$ cat src/design/error_event_queue_pkg.sv
package error_event_queue_pkg;

    // ------------------------------------------------------------------
    // Sizes and limits
    // ------------------------------------------------------------------
    localparam int QUEUE_DEPTH = 20;
    localparam int PTR_W = 5;
    localparam int CODE_W = 16;
    localparam int LEN_W = 7;
    localparam logic [PTR_W-1:0] PTR_LAST = 5'h13;
    localparam logic [PTR_W-1:0] PTR_RESET = 5'h00;
    localparam logic [PTR_W-1:0] COUNT_FULL = 5'h14;
    localparam logic [PTR_W-1:0] COUNT_RESET = 5'h00;
    localparam logic [LEN_W-1:0] TEXT_MAX = 7'h50;
    localparam logic [7:0] HEADER_MAX = 8'h0C;
    localparam logic [15:0] EXP_MAX = 16'h7D00;
    localparam logic [9:0] DIGIT_MAX = 10'h0FF;
    localparam logic [7:0] STRING_MAX = 8'h28;

    typedef logic signed [CODE_W-1:0] code_t;
    typedef logic [LEN_W-1:0] len_t;

    // ------------------------------------------------------------------
    // Error codes, two's complement
    // ------------------------------------------------------------------
    localparam code_t CODE_NO_ERROR = 16'sh0000;
    localparam code_t CODE_HEADER_LONG = 16'shFF90;
    localparam code_t CODE_NUM_OVERFLOW = 16'shFF85;
    localparam code_t CODE_TOO_MANY_DIGITS = 16'shFF84;
    localparam code_t CODE_BLOCK_DATA = 16'shFF60;
    localparam code_t CODE_EXPRESSION = 16'shFF56;
    localparam code_t CODE_TRIG_IGNORED = 16'shFF2D;
    localparam code_t CODE_OUT_OF_RANGE = 16'shFF22;
    localparam code_t CODE_TOO_MUCH_DATA = 16'shFF21;
    localparam code_t CODE_SELF_TEST = 16'shFEB6;
    localparam code_t CODE_QUEUE_OVERFLOW = 16'shFEA2;
    localparam code_t CODE_INTERRUPTED = 16'shFE66;
    localparam code_t CODE_UNTERMINATED = 16'shFE5C;
    localparam code_t CODE_DEADLOCKED = 16'shFE52;
    localparam code_t CODE_INDEFINITE = 16'shFE48;

    // Length of the quoted description that goes with a built-in code.
    function automatic len_t textLen(input code_t code);
        case (code)
            CODE_NO_ERROR: textLen = 7'h08;
            CODE_HEADER_LONG: textLen = 7'h19;
            CODE_NUM_OVERFLOW: textLen = 7'h10;
            CODE_TOO_MANY_DIGITS: textLen = 7'h0F;
            CODE_TRIG_IGNORED: textLen = 7'h0F;
            CODE_OUT_OF_RANGE: textLen = 7'h11;
            CODE_TOO_MUCH_DATA: textLen = 7'h0D;
            CODE_QUEUE_OVERFLOW: textLen = 7'h0E;
            CODE_INTERRUPTED: textLen = 7'h11;
            CODE_UNTERMINATED: textLen = 7'h12;
            CODE_INDEFINITE: textLen = 7'h2C;
            default: textLen = 7'h10;
        endcase
    endfunction

endpackage

$ cat src/design/error_event_queue.sv
`timescale 1ns/10ps
module error_event_queue (
    // Clock and reset
    input wire logic clock,
    input wire logic nrst,
    // Queue control
    input wire logic errPush,
    input wire error_event_queue_pkg::code_t errCode,
    input wire error_event_queue_pkg::len_t errLen,
    input wire logic errorRead,
    input wire logic clearStatus,
    input wire logic resetCmd,
    // Parser checks
    input wire logic headerDone,
    input wire logic [7:0] headerLen,
    input wire logic numDone,
    input wire logic [15:0] expMag,
    input wire logic [9:0] mantDigits,
    input wire logic [9:0] mantLeadZeros,
    input wire logic strDone,
    input wire logic [7:0] strLen,
    input wire logic blockData,
    input wire logic exprData,
    input wire logic rangeErr,
    // Trigger
    input wire logic busTrigger,
    input wire logic trigSourceBus,
    input wire logic trigInitiated,
    // Response buffer
    input wire logic respCmd,
    input wire logic talkAddressed,
    input wire logic respOverflow,
    input wire logic inputFull,
    input wire logic idnNotLast,
    // Self-test
    input wire logic selfTestFail,
    input wire error_event_queue_pkg::code_t selfTestCode,
    // Read answer
    output logic readValid,
    output error_event_queue_pkg::code_t readCode,
    output error_event_queue_pkg::len_t readLen,
    // Indicators
    output logic errorLamp,
    output logic beep,
    output logic responsePending,
    output logic cmdRejected
);
    import error_event_queue_pkg::*;

    // ------------------------------------------------------------------
    // Storage and state
    // ------------------------------------------------------------------
    code_t codeMem [QUEUE_DEPTH];
    len_t lenMem [QUEUE_DEPTH];
    logic [PTR_W-1:0] rdPtr_q;
    logic [PTR_W-1:0] wrPtr_q;
    logic [PTR_W-1:0] count_q;
    logic [PTR_W-1:0] count_d;
    logic ovf_q;
    logic pend_q;
    logic stPend_q;
    code_t stCode_q;
    logic readValid_q;
    code_t readCode_q;
    len_t readLen_q;
    logic lamp_q;
    logic beep_q;
    logic reject_q;

    logic hit;
    code_t hitCode;
    len_t hitLen;
    logic hitReject;
    logic full;
    logic doPop;
    logic pushOk;
    logic pushOvf;
    logic respInterrupted;
    logic respUnterminated;
    logic deadlock;

    // Pointers wrap at the last slot rather than at a power of two.
    function automatic logic [PTR_W-1:0] nextPtr(input logic [PTR_W-1:0] p);
        nextPtr = (p == PTR_LAST) ? PTR_RESET : p + 5'h01;
    endfunction

    function automatic logic [PTR_W-1:0] prevPtr(input logic [PTR_W-1:0] p);
        prevPtr = (p == PTR_RESET) ? PTR_LAST : p - 5'h01;
    endfunction

    // ------------------------------------------------------------------
    // Error sources
    // ------------------------------------------------------------------

    // Interrupted and unterminated replies are judged against the pending reply flag; deadlock is not.
    assign respInterrupted = respCmd && pend_q;
    assign respUnterminated = talkAddressed && !pend_q;
    assign deadlock = respOverflow && inputFull;

    error_source_select sel (
        .stPending(stPend_q),
        .stCode(stCode_q),
        .selfTestFail(selfTestFail),
        .respInterrupted(respInterrupted),
        .respUnterminated(respUnterminated),
        .deadlock(deadlock),
        .idnNotLast(idnNotLast),
        .headerDone(headerDone),
        .headerLen(headerLen),
        .numDone(numDone),
        .expMag(expMag),
        .mantDigits(mantDigits),
        .mantLeadZeros(mantLeadZeros),
        .strDone(strDone),
        .strLen(strLen),
        .blockData(blockData),
        .exprData(exprData),
        .rangeErr(rangeErr),
        .busTrigger(busTrigger),
        .trigSourceBus(trigSourceBus),
        .trigInitiated(trigInitiated),
        .errPush(errPush),
        .errCode(errCode),
        .errLen(errLen),
        .hit(hit),
        .code(hitCode),
        .len(hitLen),
        .reject(hitReject)
    );

    // The specific self-test code follows the general one a cycle later.
    always_ff @(posedge clock) begin
        if (!nrst) begin
            stPend_q <= 1'b0;
            stCode_q <= CODE_NO_ERROR;
        end else begin
            stPend_q <= selfTestFail && !stPend_q;
            stCode_q <= selfTestCode;
        end
    end

    // Reply flag; a second query never overwrites the earlier reply.
    always_ff @(posedge clock) begin
        if (!nrst) begin
            pend_q <= 1'b0;
        end else if (resetCmd) begin
            pend_q <= 1'b0;
        end else if (deadlock) begin
            pend_q <= 1'b0;
        end else if (talkAddressed && pend_q) begin
            pend_q <= 1'b0;
        end else if (respCmd) begin
            pend_q <= 1'b1;
        end
    end

    // ------------------------------------------------------------------
    // Queue control
    // ------------------------------------------------------------------

    // The pop is taken before the push, so a full queue can still store.
    assign full = (count_q == COUNT_FULL);
    assign doPop = errorRead && (count_q != COUNT_RESET);
    assign pushOk = hit && (clearStatus || !full || doPop);
    assign pushOvf = hit && full && !doPop && !ovf_q;

    always_comb begin
        if (clearStatus) begin
            count_d = pushOk ? 5'h01 : COUNT_RESET;
        end else begin
            count_d = count_q + {4'h0, pushOk} - {4'h0, doPop};
        end
    end

    // Clear status wins over stored entries but not over a new error.
    always_ff @(posedge clock) begin
        if (!nrst) begin
            rdPtr_q <= PTR_RESET;
            wrPtr_q <= PTR_RESET;
            count_q <= COUNT_RESET;
        end else if (clearStatus) begin
            rdPtr_q <= PTR_RESET;
            wrPtr_q <= pushOk ? 5'h01 : PTR_RESET;
            count_q <= count_d;
        end else begin
            if (doPop) begin
                rdPtr_q <= nextPtr(rdPtr_q);
            end
            if (pushOk) begin
                wrPtr_q <= nextPtr(wrPtr_q);
            end
            count_q <= count_d;
        end
    end

    // Once overflow is marked, further errors are dropped until a pop or a clear status.
    always_ff @(posedge clock) begin
        if (!nrst) begin
            ovf_q <= 1'b0;
        end else if (clearStatus || doPop) begin
            ovf_q <= 1'b0;
        end else if (pushOvf) begin
            ovf_q <= 1'b1;
        end
    end

    // Entry storage carries no reset; only valid slots are ever read.
    always_ff @(posedge clock) begin
        if (pushOk) begin
            codeMem[clearStatus ? PTR_RESET : wrPtr_q] <= hitCode;
            lenMem[clearStatus ? PTR_RESET : wrPtr_q] <= hitLen;
        end else if (pushOvf && !clearStatus) begin
            codeMem[prevPtr(wrPtr_q)] <= CODE_QUEUE_OVERFLOW;
            lenMem[prevPtr(wrPtr_q)] <= textLen(CODE_QUEUE_OVERFLOW);
        end
    end

    // ------------------------------------------------------------------
    // Answers and indicators
    // ------------------------------------------------------------------

    // A read of the empty queue answers with the no-error entry.
    always_ff @(posedge clock) begin
        if (!nrst) begin
            readValid_q <= 1'b0;
            readCode_q <= CODE_NO_ERROR;
            readLen_q <= 7'h00;
        end else begin
            readValid_q <= errorRead;
            if (doPop) begin
                readCode_q <= codeMem[rdPtr_q];
                readLen_q <= lenMem[rdPtr_q];
            end else if (errorRead) begin
                readCode_q <= CODE_NO_ERROR;
                readLen_q <= textLen(CODE_NO_ERROR);
            end
        end
    end

    // Lamp follows the next count so it drops with the last pop.
    always_ff @(posedge clock) begin
        if (!nrst) begin
            lamp_q <= 1'b0;
        end else begin
            lamp_q <= (count_d != COUNT_RESET);
        end
    end

    // Dropped errors still beep; they were generated all the same.
    always_ff @(posedge clock) begin
        if (!nrst) begin
            beep_q <= 1'b0;
            reject_q <= 1'b0;
        end else begin
            beep_q <= hit;
            reject_q <= hit && hitReject;
        end
    end

    assign readValid = readValid_q;
    assign readCode = readCode_q;
    assign readLen = readLen_q;
    assign errorLamp = lamp_q;
    assign beep = beep_q;
    assign responsePending = pend_q;
    assign cmdRejected = reject_q;
endmodule

$ cat src/design/error_source_select.sv
`timescale 1ns/10ps
module error_source_select
    import error_event_queue_pkg::*;
(
    // Pending second self-test code
    input wire logic stPending,
    input wire error_event_queue_pkg::code_t stCode,
    input wire logic selfTestFail,
    // Response buffer events
    input wire logic respInterrupted,
    input wire logic respUnterminated,
    input wire logic deadlock,
    input wire logic idnNotLast,
    // Parser checks
    input wire logic headerDone,
    input wire logic [7:0] headerLen,
    input wire logic numDone,
    input wire logic [15:0] expMag,
    input wire logic [9:0] mantDigits,
    input wire logic [9:0] mantLeadZeros,
    input wire logic strDone,
    input wire logic [7:0] strLen,
    input wire logic blockData,
    input wire logic exprData,
    input wire logic rangeErr,
    // Trigger
    input wire logic busTrigger,
    input wire logic trigSourceBus,
    input wire logic trigInitiated,
    // Generic producer
    input wire logic errPush,
    input wire error_event_queue_pkg::code_t errCode,
    input wire error_event_queue_pkg::len_t errLen,
    // Selected error
    output logic hit,
    output error_event_queue_pkg::code_t code,
    output error_event_queue_pkg::len_t len,
    output logic reject
);
    logic [9:0] sigDigits;

    // Leading zeros do not count toward the mantissa length.
    assign sigDigits = (mantDigits > mantLeadZeros) ?
        mantDigits - mantLeadZeros : 10'h000;

    // One error per cycle; a fixed priority picks it and the rest are lost.
    always_comb begin
        hit = 1'b1;
        code = CODE_NO_ERROR;
        reject = 1'b0;
        if (stPending) begin
            code = stCode;
        end else if (selfTestFail) begin
            code = CODE_SELF_TEST;
        end else if (deadlock) begin
            code = CODE_DEADLOCKED;
        end else if (respInterrupted) begin
            code = CODE_INTERRUPTED;
        end else if (respUnterminated) begin
            code = CODE_UNTERMINATED;
        end else if (idnNotLast) begin
            code = CODE_INDEFINITE;
        end else if (headerDone && headerLen > HEADER_MAX) begin
            code = CODE_HEADER_LONG;
        end else if (numDone && expMag > EXP_MAX) begin
            code = CODE_NUM_OVERFLOW;
        end else if (numDone && sigDigits > DIGIT_MAX) begin
            code = CODE_TOO_MANY_DIGITS;
        end else if (strDone && strLen > STRING_MAX) begin
            code = CODE_TOO_MUCH_DATA;
            reject = 1'b1;
        end else if (blockData) begin
            code = CODE_BLOCK_DATA;
            reject = 1'b1;
        end else if (exprData) begin
            code = CODE_EXPRESSION;
            reject = 1'b1;
        end else if (busTrigger && !(trigSourceBus && trigInitiated)) begin
            code = CODE_TRIG_IGNORED;
        end else if (rangeErr) begin
            code = CODE_OUT_OF_RANGE;
        end else if (errPush) begin
            code = errCode;
        end else begin
            hit = 1'b0;
        end
    end

    // Producer text is clamped so a description never exceeds the limit.
    always_comb begin
        if (!stPending && !selfTestFail && errPush && code == errCode) begin
            len = (errLen > TEXT_MAX) ? TEXT_MAX : errLen;
        end else begin
            len = textLen(code);
        end
    end
endmodule

$ cat config.mk
export PLATFORM = sky130hd
export DESIGN_NAME = error_event_queue
export DESIGN_NICKNAME = d
export VERILOG_FILES = /design/src/design/error_event_queue_pkg.sv /design/src/design/error_event_queue.sv /design/src/design/error_source_select.sv
export SDC_FILE = /design/constraint.sdc
export NUM_CORES = 1
export LEC_CHECK = 0
export BUFFER_PORTS_ARGS = -buffer_cell sky130_fd_sc_hd__buf_2
export CORE_MARGIN = 10
export CORE_UTILIZATION = 45
export CTS_CLUSTER_DIAMETER = 120
export DETAILED_ROUTE_END_ITERATION = 16
export GPL_TIMING_DRIVEN = 0
export SYNTH_ARGS = -nofsm -noshare
export SYNTH_HDL_FRONTEND = slang
export SYNTH_SLANG_ARGS = --single-unit
$ cat constraint.sdc
create_clock -name clock -period 9 [get_ports clock]
set_input_delay 0.45 -clock clock [delete_from_list [all_inputs] [get_ports clock]]
set_output_delay 0.45 -clock clock [all_outputs]
set_load 0.005 [all_outputs]
# Yosys cells after proc, flatten, opt, wreduce, memory -nomap -nowiden
# Memories as Yosys holds them, arrays and structs flattened. A register that Yosys moved wholly into a read port is not among the register bits.
# Cells that the tools add are included.
word_totals:
  n_memories: 2
  ff_bits: 61
  ramBits: 460
  input_bits: 112
  elab_cells: 159
op_classes:
  n_eq_ne: 13
  n_reduce_logical: 45
  addsub: 6
  mux: 73
  magnitude_cmp: 6
  n_bitwise: 1
mem_list:
  columns: ["memory", "words", "word_bits", "read_ports", "rd_clocked_by_memory_dff", "wr", "line", "text"]
  rows:
  - ["codeMem", 20, 16, 1, 1, 1, "error_event_queue.sv:53", "code_t codeMem [QUEUE_DEPTH];"]
  - ["lenMem", 20, 7, 1, 1, 1, "error_event_queue.sv:54", "len_t lenMem [QUEUE_DEPTH];"]
ops:
  columns: ["operator", "count"]
  rows:
  - ["16-bit 2-to-1 mux", 18]
  - ["16-bit equality test, second input constant", 9]
  - ["5-bit 2-to-1 mux", 13]
  - ["6-bit one-hot mux with 8 select lines", 1]
  - ["1-bit 2-to-1 mux", 35]
  - ["7-bit 2-to-1 mux", 5]
  - ["1-bit logical AND", 21]
  - ["16-bit equality test", 1]
  - ["16-bit by 15-bit greater-than comparator with 1-bit output, second input constant", 1]
  - ["16-bit zero test", 1]
  - ["16-bit OR reduction", 1]
  - ["5-bit equality test, second input constant", 3]
  - ["5-bit by 1-bit adder with 5-bit output, second input constant", 2]
  - ["10-bit greater-than comparator", 1]
  - ["10-bit by 8-bit greater-than comparator with 1-bit output, second input constant", 1]
  - ["10-bit 2-to-1 mux", 1]
  - ["5-bit nonzero test", 2]
  - ["10-bit subtractor", 1]
  - ["8-bit by 4-bit greater-than comparator with 1-bit output, second input constant", 1]
  - ["8-bit by 6-bit greater-than comparator with 1-bit output, second input constant", 1]
  - ["1-bit zero test", 8]
  - ["2-bit OR reduction", 4]
  - ["7-bit greater-than comparator, second input constant", 1]
  - ["7-bit OR reduction", 1]
  - ["8 further kinds", 11]

# Logic depth before layout (Yosys ltp)
# Gate-level depths: netlist of run 1.
logic_depth:
  ltp_word: 25
  ltp_mapped: 19

# Modules after synthesis
# Synthesis of run 1 repeated with hierarchy kept, for this count alone.
hier_totals:
  cells_unflattened: 1461
  area_unflattened_um2: 22545.4
by_module_without_submodules:
  columns: ["module", "instances", "cells_per_inst", "area_per_inst_um2"]
  rows:
  - ["error_event_queue", 1, 1128, 20365.8]
  - ["error_source_select", 1, 333, 2179.6]

# Worst setup path before layout of run 1
# No wires, ideal clock.
synth_timing:
  kind: "input port to flip-flop"
  start: "input mantLeadZeros[6]"
  end: "memory codeMem[5][0] in the netlist's numbering, enable pin"
  path_stages: 12
  arrival_time_ns: 3.935
  t_required_ns: 8.597
  setup_ns: 0.403
  path_slack_ns: 4.662
  path_cell_list: "inv_1 ha_1 a21o_1 a211oi_1 mux2i_1 nand4_2 buf_4 a211oi_4 nor3_1 mux2i_1 or3_1 nor2_1"
synth_between:
  elab_chain_len: 22
  elab_cells_between_ends: 27
  classes_between: "add/sub (1); order compare (2); mux (17); reduce/logical (7)"
synth_rtl:
  columns: ["element", "line", "text"]
  rows:
  - ["start, declared", "error_event_queue.sv:19", "input wire logic [9:0] mantLeadZeros,"]
  - ["10-bit subtractor / 10-bit greater-than comparator (equally long branches)", "error_source_select.sv:44, error_source_select.sv:43", null]
  - ["10-bit 2-to-1 mux *", "error_source_select.sv:43", "assign sigDigits = (mantDigits > mantLeadZeros) ?"]
  - ["10-bit by 8-bit greater-than comparator with 1-bit output *", "error_source_select.sv:67", "end else if (numDone && sigDigits > DIGIT_MAX) begin"]
  - ["1-bit logical AND *", "error_source_select.sv:67", null]
  - ["1-bit 2-to-1 mux *", "error_source_select.sv:67", null]
  - ["1-bit 2-to-1 mux *", "error_source_select.sv:65", "end else if (numDone && expMag > EXP_MAX) begin"]
  - ["1-bit 2-to-1 mux *", "error_source_select.sv:63", "end else if (headerDone && headerLen > HEADER_MAX) begin"]
  - ["1-bit 2-to-1 mux *", "error_source_select.sv:61", "end else if (idnNotLast) begin"]
  - ["[... 4 more ...]", null, null]
  - ["1-bit 2-to-1 mux *", "error_source_select.sv:51", "if (stPending) begin"]
  - ["1-bit logical AND (3 in a row)", "error_event_queue.sv:165", "assign pushOvf = hit && full && !doPop && !ovf_q;"]
  - ["1-bit logical AND", "error_event_queue.sv:212", "end else if (pushOvf && !clearStatus) begin"]
  - ["1-bit 2-to-1 mux", "error_event_queue.sv:212", null]
  - ["1-bit 2-to-1 mux", "error_event_queue.sv:209", "if (pushOk) begin"]
  - ["1-bit 2-to-1 mux (not written as such)", "error_event_queue.sv:213", "codeMem[prevPtr(wrPtr_q)] <= CODE_QUEUE_OVERFLOW;"]
  - ["16-bit OR reduction (no line)", null, null]
  - ["5-bit 2-to-1 mux (no line) / 1-bit 2-to-1 mux (equally long branches)", null, null]
  - ["end, declared", "error_event_queue.sv:53", null]
# Mark *: on every way between the ends. The rest lies on a longest branch, timed or not.

# Final worst setup path of run 1
layout_timing:
  start: "input mantDigits[7]"
  end: "memory lenMem[17][3] in the netlist's numbering, enable pin"
layout_between:
  elab_chain_len: 22
  elab_cells_between_ends: 27
  classes_between: "add/sub (1); order compare (2); mux (17); reduce/logical (7)"
layout_rtl:
  columns: ["element", "line", "text"]
  rows:
  - ["start, declared", "error_event_queue.sv:18", "input wire logic [9:0] mantDigits,"]
  - ["10-bit subtractor / 10-bit greater-than comparator (equally long branches)", "error_source_select.sv:44, error_source_select.sv:43", null]
  - ["10-bit 2-to-1 mux *", "error_source_select.sv:43", null]
  - ["10-bit by 8-bit greater-than comparator with 1-bit output *", "error_source_select.sv:67", null]
  - ["1-bit logical AND *", "error_source_select.sv:67", null]
  - ["1-bit 2-to-1 mux *", "error_source_select.sv:67", null]
  - ["1-bit 2-to-1 mux *", "error_source_select.sv:65", null]
  - ["1-bit 2-to-1 mux *", "error_source_select.sv:63", null]
  - ["1-bit 2-to-1 mux *", "error_source_select.sv:61", null]
  - ["[... 4 more ...]", null, null]
  - ["1-bit 2-to-1 mux *", "error_source_select.sv:51", null]
  - ["1-bit logical AND (3 in a row)", "error_event_queue.sv:165", null]
  - ["1-bit logical AND", "error_event_queue.sv:212", null]
  - ["1-bit 2-to-1 mux", "error_event_queue.sv:212", null]
  - ["1-bit 2-to-1 mux", "error_event_queue.sv:209", null]
  - ["1-bit 2-to-1 mux (not written as such)", "error_event_queue.sv:214", "lenMem[prevPtr(wrPtr_q)] <= textLen(CODE_QUEUE_OVERFLOW);"]
  - ["7-bit OR reduction (no line)", null, null]
  - ["5-bit 2-to-1 mux (no line) / 1-bit 2-to-1 mux (equally long branches)", null, null]
  - ["end, declared", "error_event_queue.sv:54", null]
# Marked as above.

==> out/qor.yml, run 1 <==
run_status:
  status: "complete, no violations"
cts:
  cts_tree: "yes"
  clock_latency_ns: 0.62
  clkSlewWorstSetupHoldPaths_ns: 0.06
  cts_max_path_buffers: 3
  htree_levels: 2
  cts.sinks: 526
  cts_setup_buffers: 0
  root_buffer: "clkbuf_16"
  cts_buffers: 52
yosys:
  netlist_area_mm2: 0.0223
  synth.distinct_cells: 95
  synth.most_common_cell: "edfxtp_1"
  synth_fp_nets: 1467
  ys_top_cells_by_area: "edfxtp_1 62%, mux4_2 14%, dfxtp_1 5.9%"
  synth_flop_cell: "edfxtp_1"
  ys_seq_area_share_pct: 67.8
  synth_top_area_share_pct: 61.9
  yosys.area.top_type: "edfxtp_1"
  yosysWarnings: 0
  synth_area_per_cell_um2: 16.7
  synthArstFlopShare_pct: 0
  synth_cells: 1335
  synth-edff-count: 460
  netlist_top_cells_count: "460 x edfxtp_1, 138 x mux4_2, 118 x nor2_1"
  ys_ff_latch: 526
die:
  die_h_um: 243
  ios: 140
  rows: 81
  dieArea_mm2: 0.0589
  die_w_um: 243
  initial_core_util_pct: 45.5
  core_area_mm2: 0.0491
placed_design:
  place_area_mm2: 0.0246
  place.gp.congestion: 0.866
  placement.io_buffers: 138
  dp_hpwl_um: 41000
  dpl.cell_count: 2165
  dp_slack_ns: 3.76
setup_path:
  required_ns: 9.31
  reg2reg_slack_ns: 4.50
  critPathKind: "in2reg"
  cp_max_fo: 13
  cp_data_arrival_time_ns: 4.87
  end_kind: "flip-flop"
  critPathLaunchType: "input port"
final_layout:
  nFillCells: 4014
  final_util_pct: 53.7
  seqCellArea_mm2: 0.0151
  fin_area_mm2: 0.0263
  layout-drive-gt1-share_pct: 28.6
  fin_cells: 2263
  multi_input_area_mm2: 0.00699
  fin_nets: 1688
  syn_to_final_growth_pct: 17.8
  antennaDiodeCount: 0
power:
  switching_share_pct: 22.9
  total_power_mw: 5.27
  pwr-share-comb_pct: 8.0
  p_seq_share_pct: 51.5
  power_density_mw_per_mm2: 200
  irDropWorstVdd_v: 0.000167
  intPower_mw: 4.06
  switching_power_mw: 1.21
  p_leak_nw: 8.60
  pwr-share-clk_pct: 40.5
global_route:
  grt_overflow: 0
  grt_pass1_wl_um: 87900
  grt_pass1_vias: 13700
  grt_max_degree: 24
  antenna_found_initial: 1
  grt.total_usage_pct: 19.7
detailed_routing:
  vias_per_cell: 5.82
  wl_per_cell_um: 25.7
  first_pass_iters: 6
  wl_um: 58200
  vias: 13200
  drt_iter0_markers: 1327
  route.detailed.drc: 0
  ant_nets: 0
timing:
  fin_skew_ns: 0.0213
  whs_ns: 0.0394
  post-route-period-util_pct: 50.7
  finalSetupTns_ns: 0
  tightest_slew_ns: 1.24
  fmax_ghz: 0.219
  period_needed_ns: 4.56
  rsz0062_at_grt: "no"
  slew_viol_final: 0
  timing.final.hold_violations: 0
  slew_headroom_pct: 17.0
  setup_viol: 0
  fin_ws_ns: 4.44
job:
  cap_violations: 0
hold_path:
  hp-class: "in2reg"
==> path summary, 6_finish.rpt <==
| kind | start | endpoint | cells after the start |
|---|---|---|---|
| setup / recovery | mantDigits[7] | lenMem[17][3] | 13 |
| hold / removal | selfTestCode[1] | stCode_q[1] | 2 |
| setup reg to reg | stPend_q | lenMem[17][3] | 12 |
| hold reg to reg | readCode[2] | readCode[2] | 2 |
==> state kept, by name (all words and copies together) (netlist names), 5 cells and up, named ones only <==
name,flops
readLen,7
count_q,5
lenMem,140
wrPtr_q,5
codeMem,320
stCode_q,16
readCode,16
rdPtr_q,5
==> critical path, cell delays in order <==
cell	delay [ns]
buf_2	0.10
ha_1	0.36
and3_4	0.20
a221oi_2	0.37
o21ai_1	0.16
nand4_2	0.19
buf_4	0.21
a211oi_4	0.14
nor4_1	1.02
a22oi_1	0.26
or3_1	0.58
nor2_4	0.55
buf_16	0.24
==> layer usage <==
layer	track usage (%)	part of all wire (%)	up-vias
met3	3.84	5.7	87
li1	-	-	5834
met1	24.5	41	6780
met5	0	0.022	-
met2	34.9	52	464
met4	4.43	2.0	2
==> power groups by stage <==
stage                     logic [mW]  clock network, mW  registers (mW)
after floorplan                0.263                  0            2.76
after global placement         0.408                  0            2.76
after detailed placement       0.425                  0            2.76
after CTS                      0.427               2.17            2.71
after global routing           0.463               2.27            2.71
final                          0.424               2.13            2.71
==> area by class of cell <==
cell class	instances	area share (%)
clock buffer	72	5.54
clock inverter	25	0.879
multi-input combinational	713	26.5
timing repair buffer	167	4.90
tap	664	3.16
inverter	33	0.471
buffer	63	1.01
sequential	526	57.5
==> cell usage in the layout (no fill, tap or decap), types with 6 or more instances in the layout <==
master and instances:
ha_1 18, xnor2_1 9, nor2_1 95, buf_2 143
clkbuf_8 6, and2_1 18, nand2b_1 6, clkbuf_1 57
a31oi_1 9, nand3_1 20, inv_1 31, nand4_1 11
o21ai_0 25, nor2b_1 12, clkinv_2 12, a211o_1 6
clkbuf_16 53, dfxtp_1 66, nor2_4 21, mux2i_1 28
mux4_2 138, buf_1 10, clkinv_1 6, a21o_1 10
edfxtp_1 460, o211ai_1 12, nor3_1 13, buf_16 15
nand2_1 50, buf_4 7, a21oi_1 63, nor4_1 9
or3_1 7, o21ai_1 10
==> logic make-up after synthesis <==
logic type / count (synthesis) / share of synthesized area (%)
XOR/XNOR: 14 / 0.549
buffers and inverters: 96 / 1.74
adder cells (fa/ha/maj): 20 / 1.19
multiplexers: 167 / 15.2
flip-flops: 526 / 67.8
AND/OR/NAND/NOR: 302 / 6.81
AO/OA/AOI/OAI: 210 / 6.72
==> what timing repair did <==
action / in CTS / in global routing
gates resized for setup: 0 / 0
hold endpoints to repair: 1 / 0
hold buffers: 1 / 0
Power figures use the tool's default switching activity.
==> run 2, diff against run 1 <==
==> constraint.sdc (replaced) <==
create_clock -name clock -period 4.1 [get_ports clock]
set_input_delay 0.205 -clock clock [delete_from_list [all_inputs] [get_ports clock]]
set_output_delay 0.205 -clock clock [all_outputs]
set_load 0.005 [all_outputs]
==> out/qor.yml, run 2 (same netlist as run 1, synthesis figures left out) <==
die:
  core_area_mm2: 0.0491  # unchanged
  die_h_um: 243  # unchanged
  ios: 140  # unchanged
  die_w_um: 243  # unchanged
  initial_core_util_pct: 45.5  # unchanged
  dieArea_mm2: 0.0589  # unchanged
  rows: 81  # unchanged
detailed_routing:
  vias_per_cell: 5.82  # +0.11%
  ant_nets: 0  # unchanged
  drt_iter0_markers: 1361  # +2.6%
  first_pass_iters: 6  # unchanged
  route.detailed.drc: 0  # unchanged
  wl_per_cell_um: 25.7  # -0.30%
  wl_um: 59200  # +1.6%
  vias: 13400  # +2.1%
placed_design:
  place.gp.congestion: 0.866  # unchanged
  dp_slack_ns: -0.894  # -4.65 ns
  dp_hpwl_um: 41000  # unchanged
  placement.io_buffers: 138  # unchanged
setup_path:
  reg2reg_slack_ns: 0.11  # -4.39 ns
  crit_top_cell: "buf_4"
  cp_cell_sequence: "nand2b_2, and4_4, buf_4, nand3_2, or3_4, a211oi_4, buf_4, buf_4, nor3_1, mux2i_1, nor2_1, nand2_1, nor2_4, buf_16"
  slowest_stage: "nor2_4"
  required_ns: 4.42  # -4.89 ns
  r2r-end: "lenMem[15][2]"
  end_kind: "flip-flop"
  worst_r2r_startpoint: "responsePending"
  critPathLaunchType: "flip-flop"
  cp_data_arrival_time_ns: 4.31  # -0.56 ns
  cp_max_fo: 13  # unchanged
  critPathKind: "reg2reg"
  endpoint: "lenMem[15][2]"
  ff2ff_path_depth: 14  # +2
  crit_path_start: "responsePending"
  slowest_delay_ns: 0.54  # -0.48 ns
timing:
  fmax_ghz: 0.251
  tightest_slew_ns: 1.19  # -0.0451 ns
  slew_headroom_pct: 20.1  # +3.0 points
  slew_viol_final: 0  # unchanged
  fin_ws_ns: 0.109  # -4.33 ns
  post-route-period-util_pct: 97.3
  finalSetupTns_ns: 0  # unchanged
  period_needed_ns: 3.99
  setup_viol: 0  # unchanged
  fin_skew_ns: 0.0199  # -0.00143 ns
  timing.final.hold_violations: 0  # unchanged
final_layout:
  multi_input_area_mm2: 0.00707  # +1.1%
  top_register: "codeMem"
  nFillCells: 3908  # -2.6%
  final_common_cell: "edfxtp_1"
  final_cell_mix: "460 x edfxtp_1, 143 x buf_2, 138 x mux4_2, 92 x nor2_1, 64 x dfxtp_1"
  largest_register_ffs: 320  # unchanged
  syn_to_final_growth_pct: 20.8
  layout-drive-gt1-share_pct: 30.4  # +1.8 points
  fin_nets: 1732  # +2.6%
  seqCellArea_mm2: 0.0151  # about the same
  antennaDiodeCount: 0  # unchanged
  reg_top3: "codeMem: 320 flops, lenMem: 140 flops"
  final_util_pct: 55.0  # +1.3 points
global_route:
  grt_max_degree: 24  # unchanged
  grt_pass1_wl_um: 89100  # +1.3%
  grt.total_usage_pct: 19.9  # +0.23 points
  grt_pass1_vias: 13900  # +1.7%
  antenna_found_initial: 1  # unchanged
  grt_overflow: 0  # unchanged
cts:
  htree_levels: 2  # unchanged
  cts_buffers: 52  # unchanged
  cts_max_path_buffers: 3  # unchanged
  cts.sinks: 526  # unchanged
  root_buffer: "clkbuf_16"
  clkSlewWorstSetupHoldPaths_ns: 0.06  # about the same
  cts_tree: "yes"
  clock_latency_ns: 0.62  # about the same
hold_path:
  hp-class: "in2reg"
power:
  power_density_mw_per_mm2: 430  # +110%
  irDropWorstVdd_v: 0.000369  # +120%
  p_leak_nw: 8.88  # +3.2%
job:
  cap_violations: 0  # unchanged
run_status:
  status: "complete, no violations"
[run 2: worst min-delay path by stage]
stage	start	end	slack [ns]	depth (start not counted)
4_1_cts	strDone	cmdRejected	0.14	5
3_5_place_dp	resetCmd	responsePending	0.38	2
3_3_place_gp	resetCmd	responsePending	0.37	2
6_report	errLen[6]	lenMem[10][6]	0.13	2
2_1_floorplan	resetCmd	responsePending	0.28	1
5_1_grt	errLen[6]	lenMem[10][6]	0.13	2
[run 2: layout make-up]
| type | count | share of cell area (%) |
|---|---|---|
| multi-input cells | 713 | 26.2 |
| repair buffers | 212 | 6.92 |
| inverters | 33 | 0.459 |
| plain buffers | 62 | 0.974 |
| clock inverters | 25 | 0.858 |
| flip-flops and latches | 526 | 56.1 |
| well taps | 664 | 3.08 |
| clock buffers | 72 | 5.40 |
[run 2: repair_timing]
item / 4_1_cts / 5_1_grt
buffers inserted: 20 / 4
pin swaps: 15 / 6
hold endpoints to repair: 21 / 0
resized for setup: 15 / 13
setup endpoints to repair: 567 / 228
gates cloned: 0 / 0
hold buffers: 22 / 0
[run 2: metrics by stage]
stage	power (mW)	hold WS, ns	instance area, µm²	instances
2_1_floorplan	6.64	0.282	22300	1335
3_3_place_gp	6.96	0.369	23900	2137
3_5_place_dp	7.00	0.378	24600	2165
4_1_cts	11.7	0.139	26900	2303
5_1_grt	12.0	0.131	27000	2307
6_report	11.6	0.134	27000	2307
[run 2: power breakdown]
| part | total [mW] | switching (mW) | internal [mW] |
|---|---|---|---|
| Sequential | 5.95 | 0.0365 | 5.92 |
| Combinational | 0.960 | 0.568 | 0.392 |
| Clock | 4.68 | 2.05 | 2.63 |
[run 2: critical path, delay by kind of cell (launching register included)]
kind | cells | cell delay [ns]
buf+inv | 4 | 0.67
simple gates | 8 | 2.02
compound gates | 1 | 0.37
mux | 1 | 0.20
flops | 1 | 0.40
[run 2: metal layers]
layer  track usage (%)  share of wire [%]  up-vias
li1                  -                  -     5919
met1              24.8                 41     6983
met2              35.1                 52      451
met3              3.87                5.5       83
met4              4.91                2.0        2
met5                 0              0.022        -
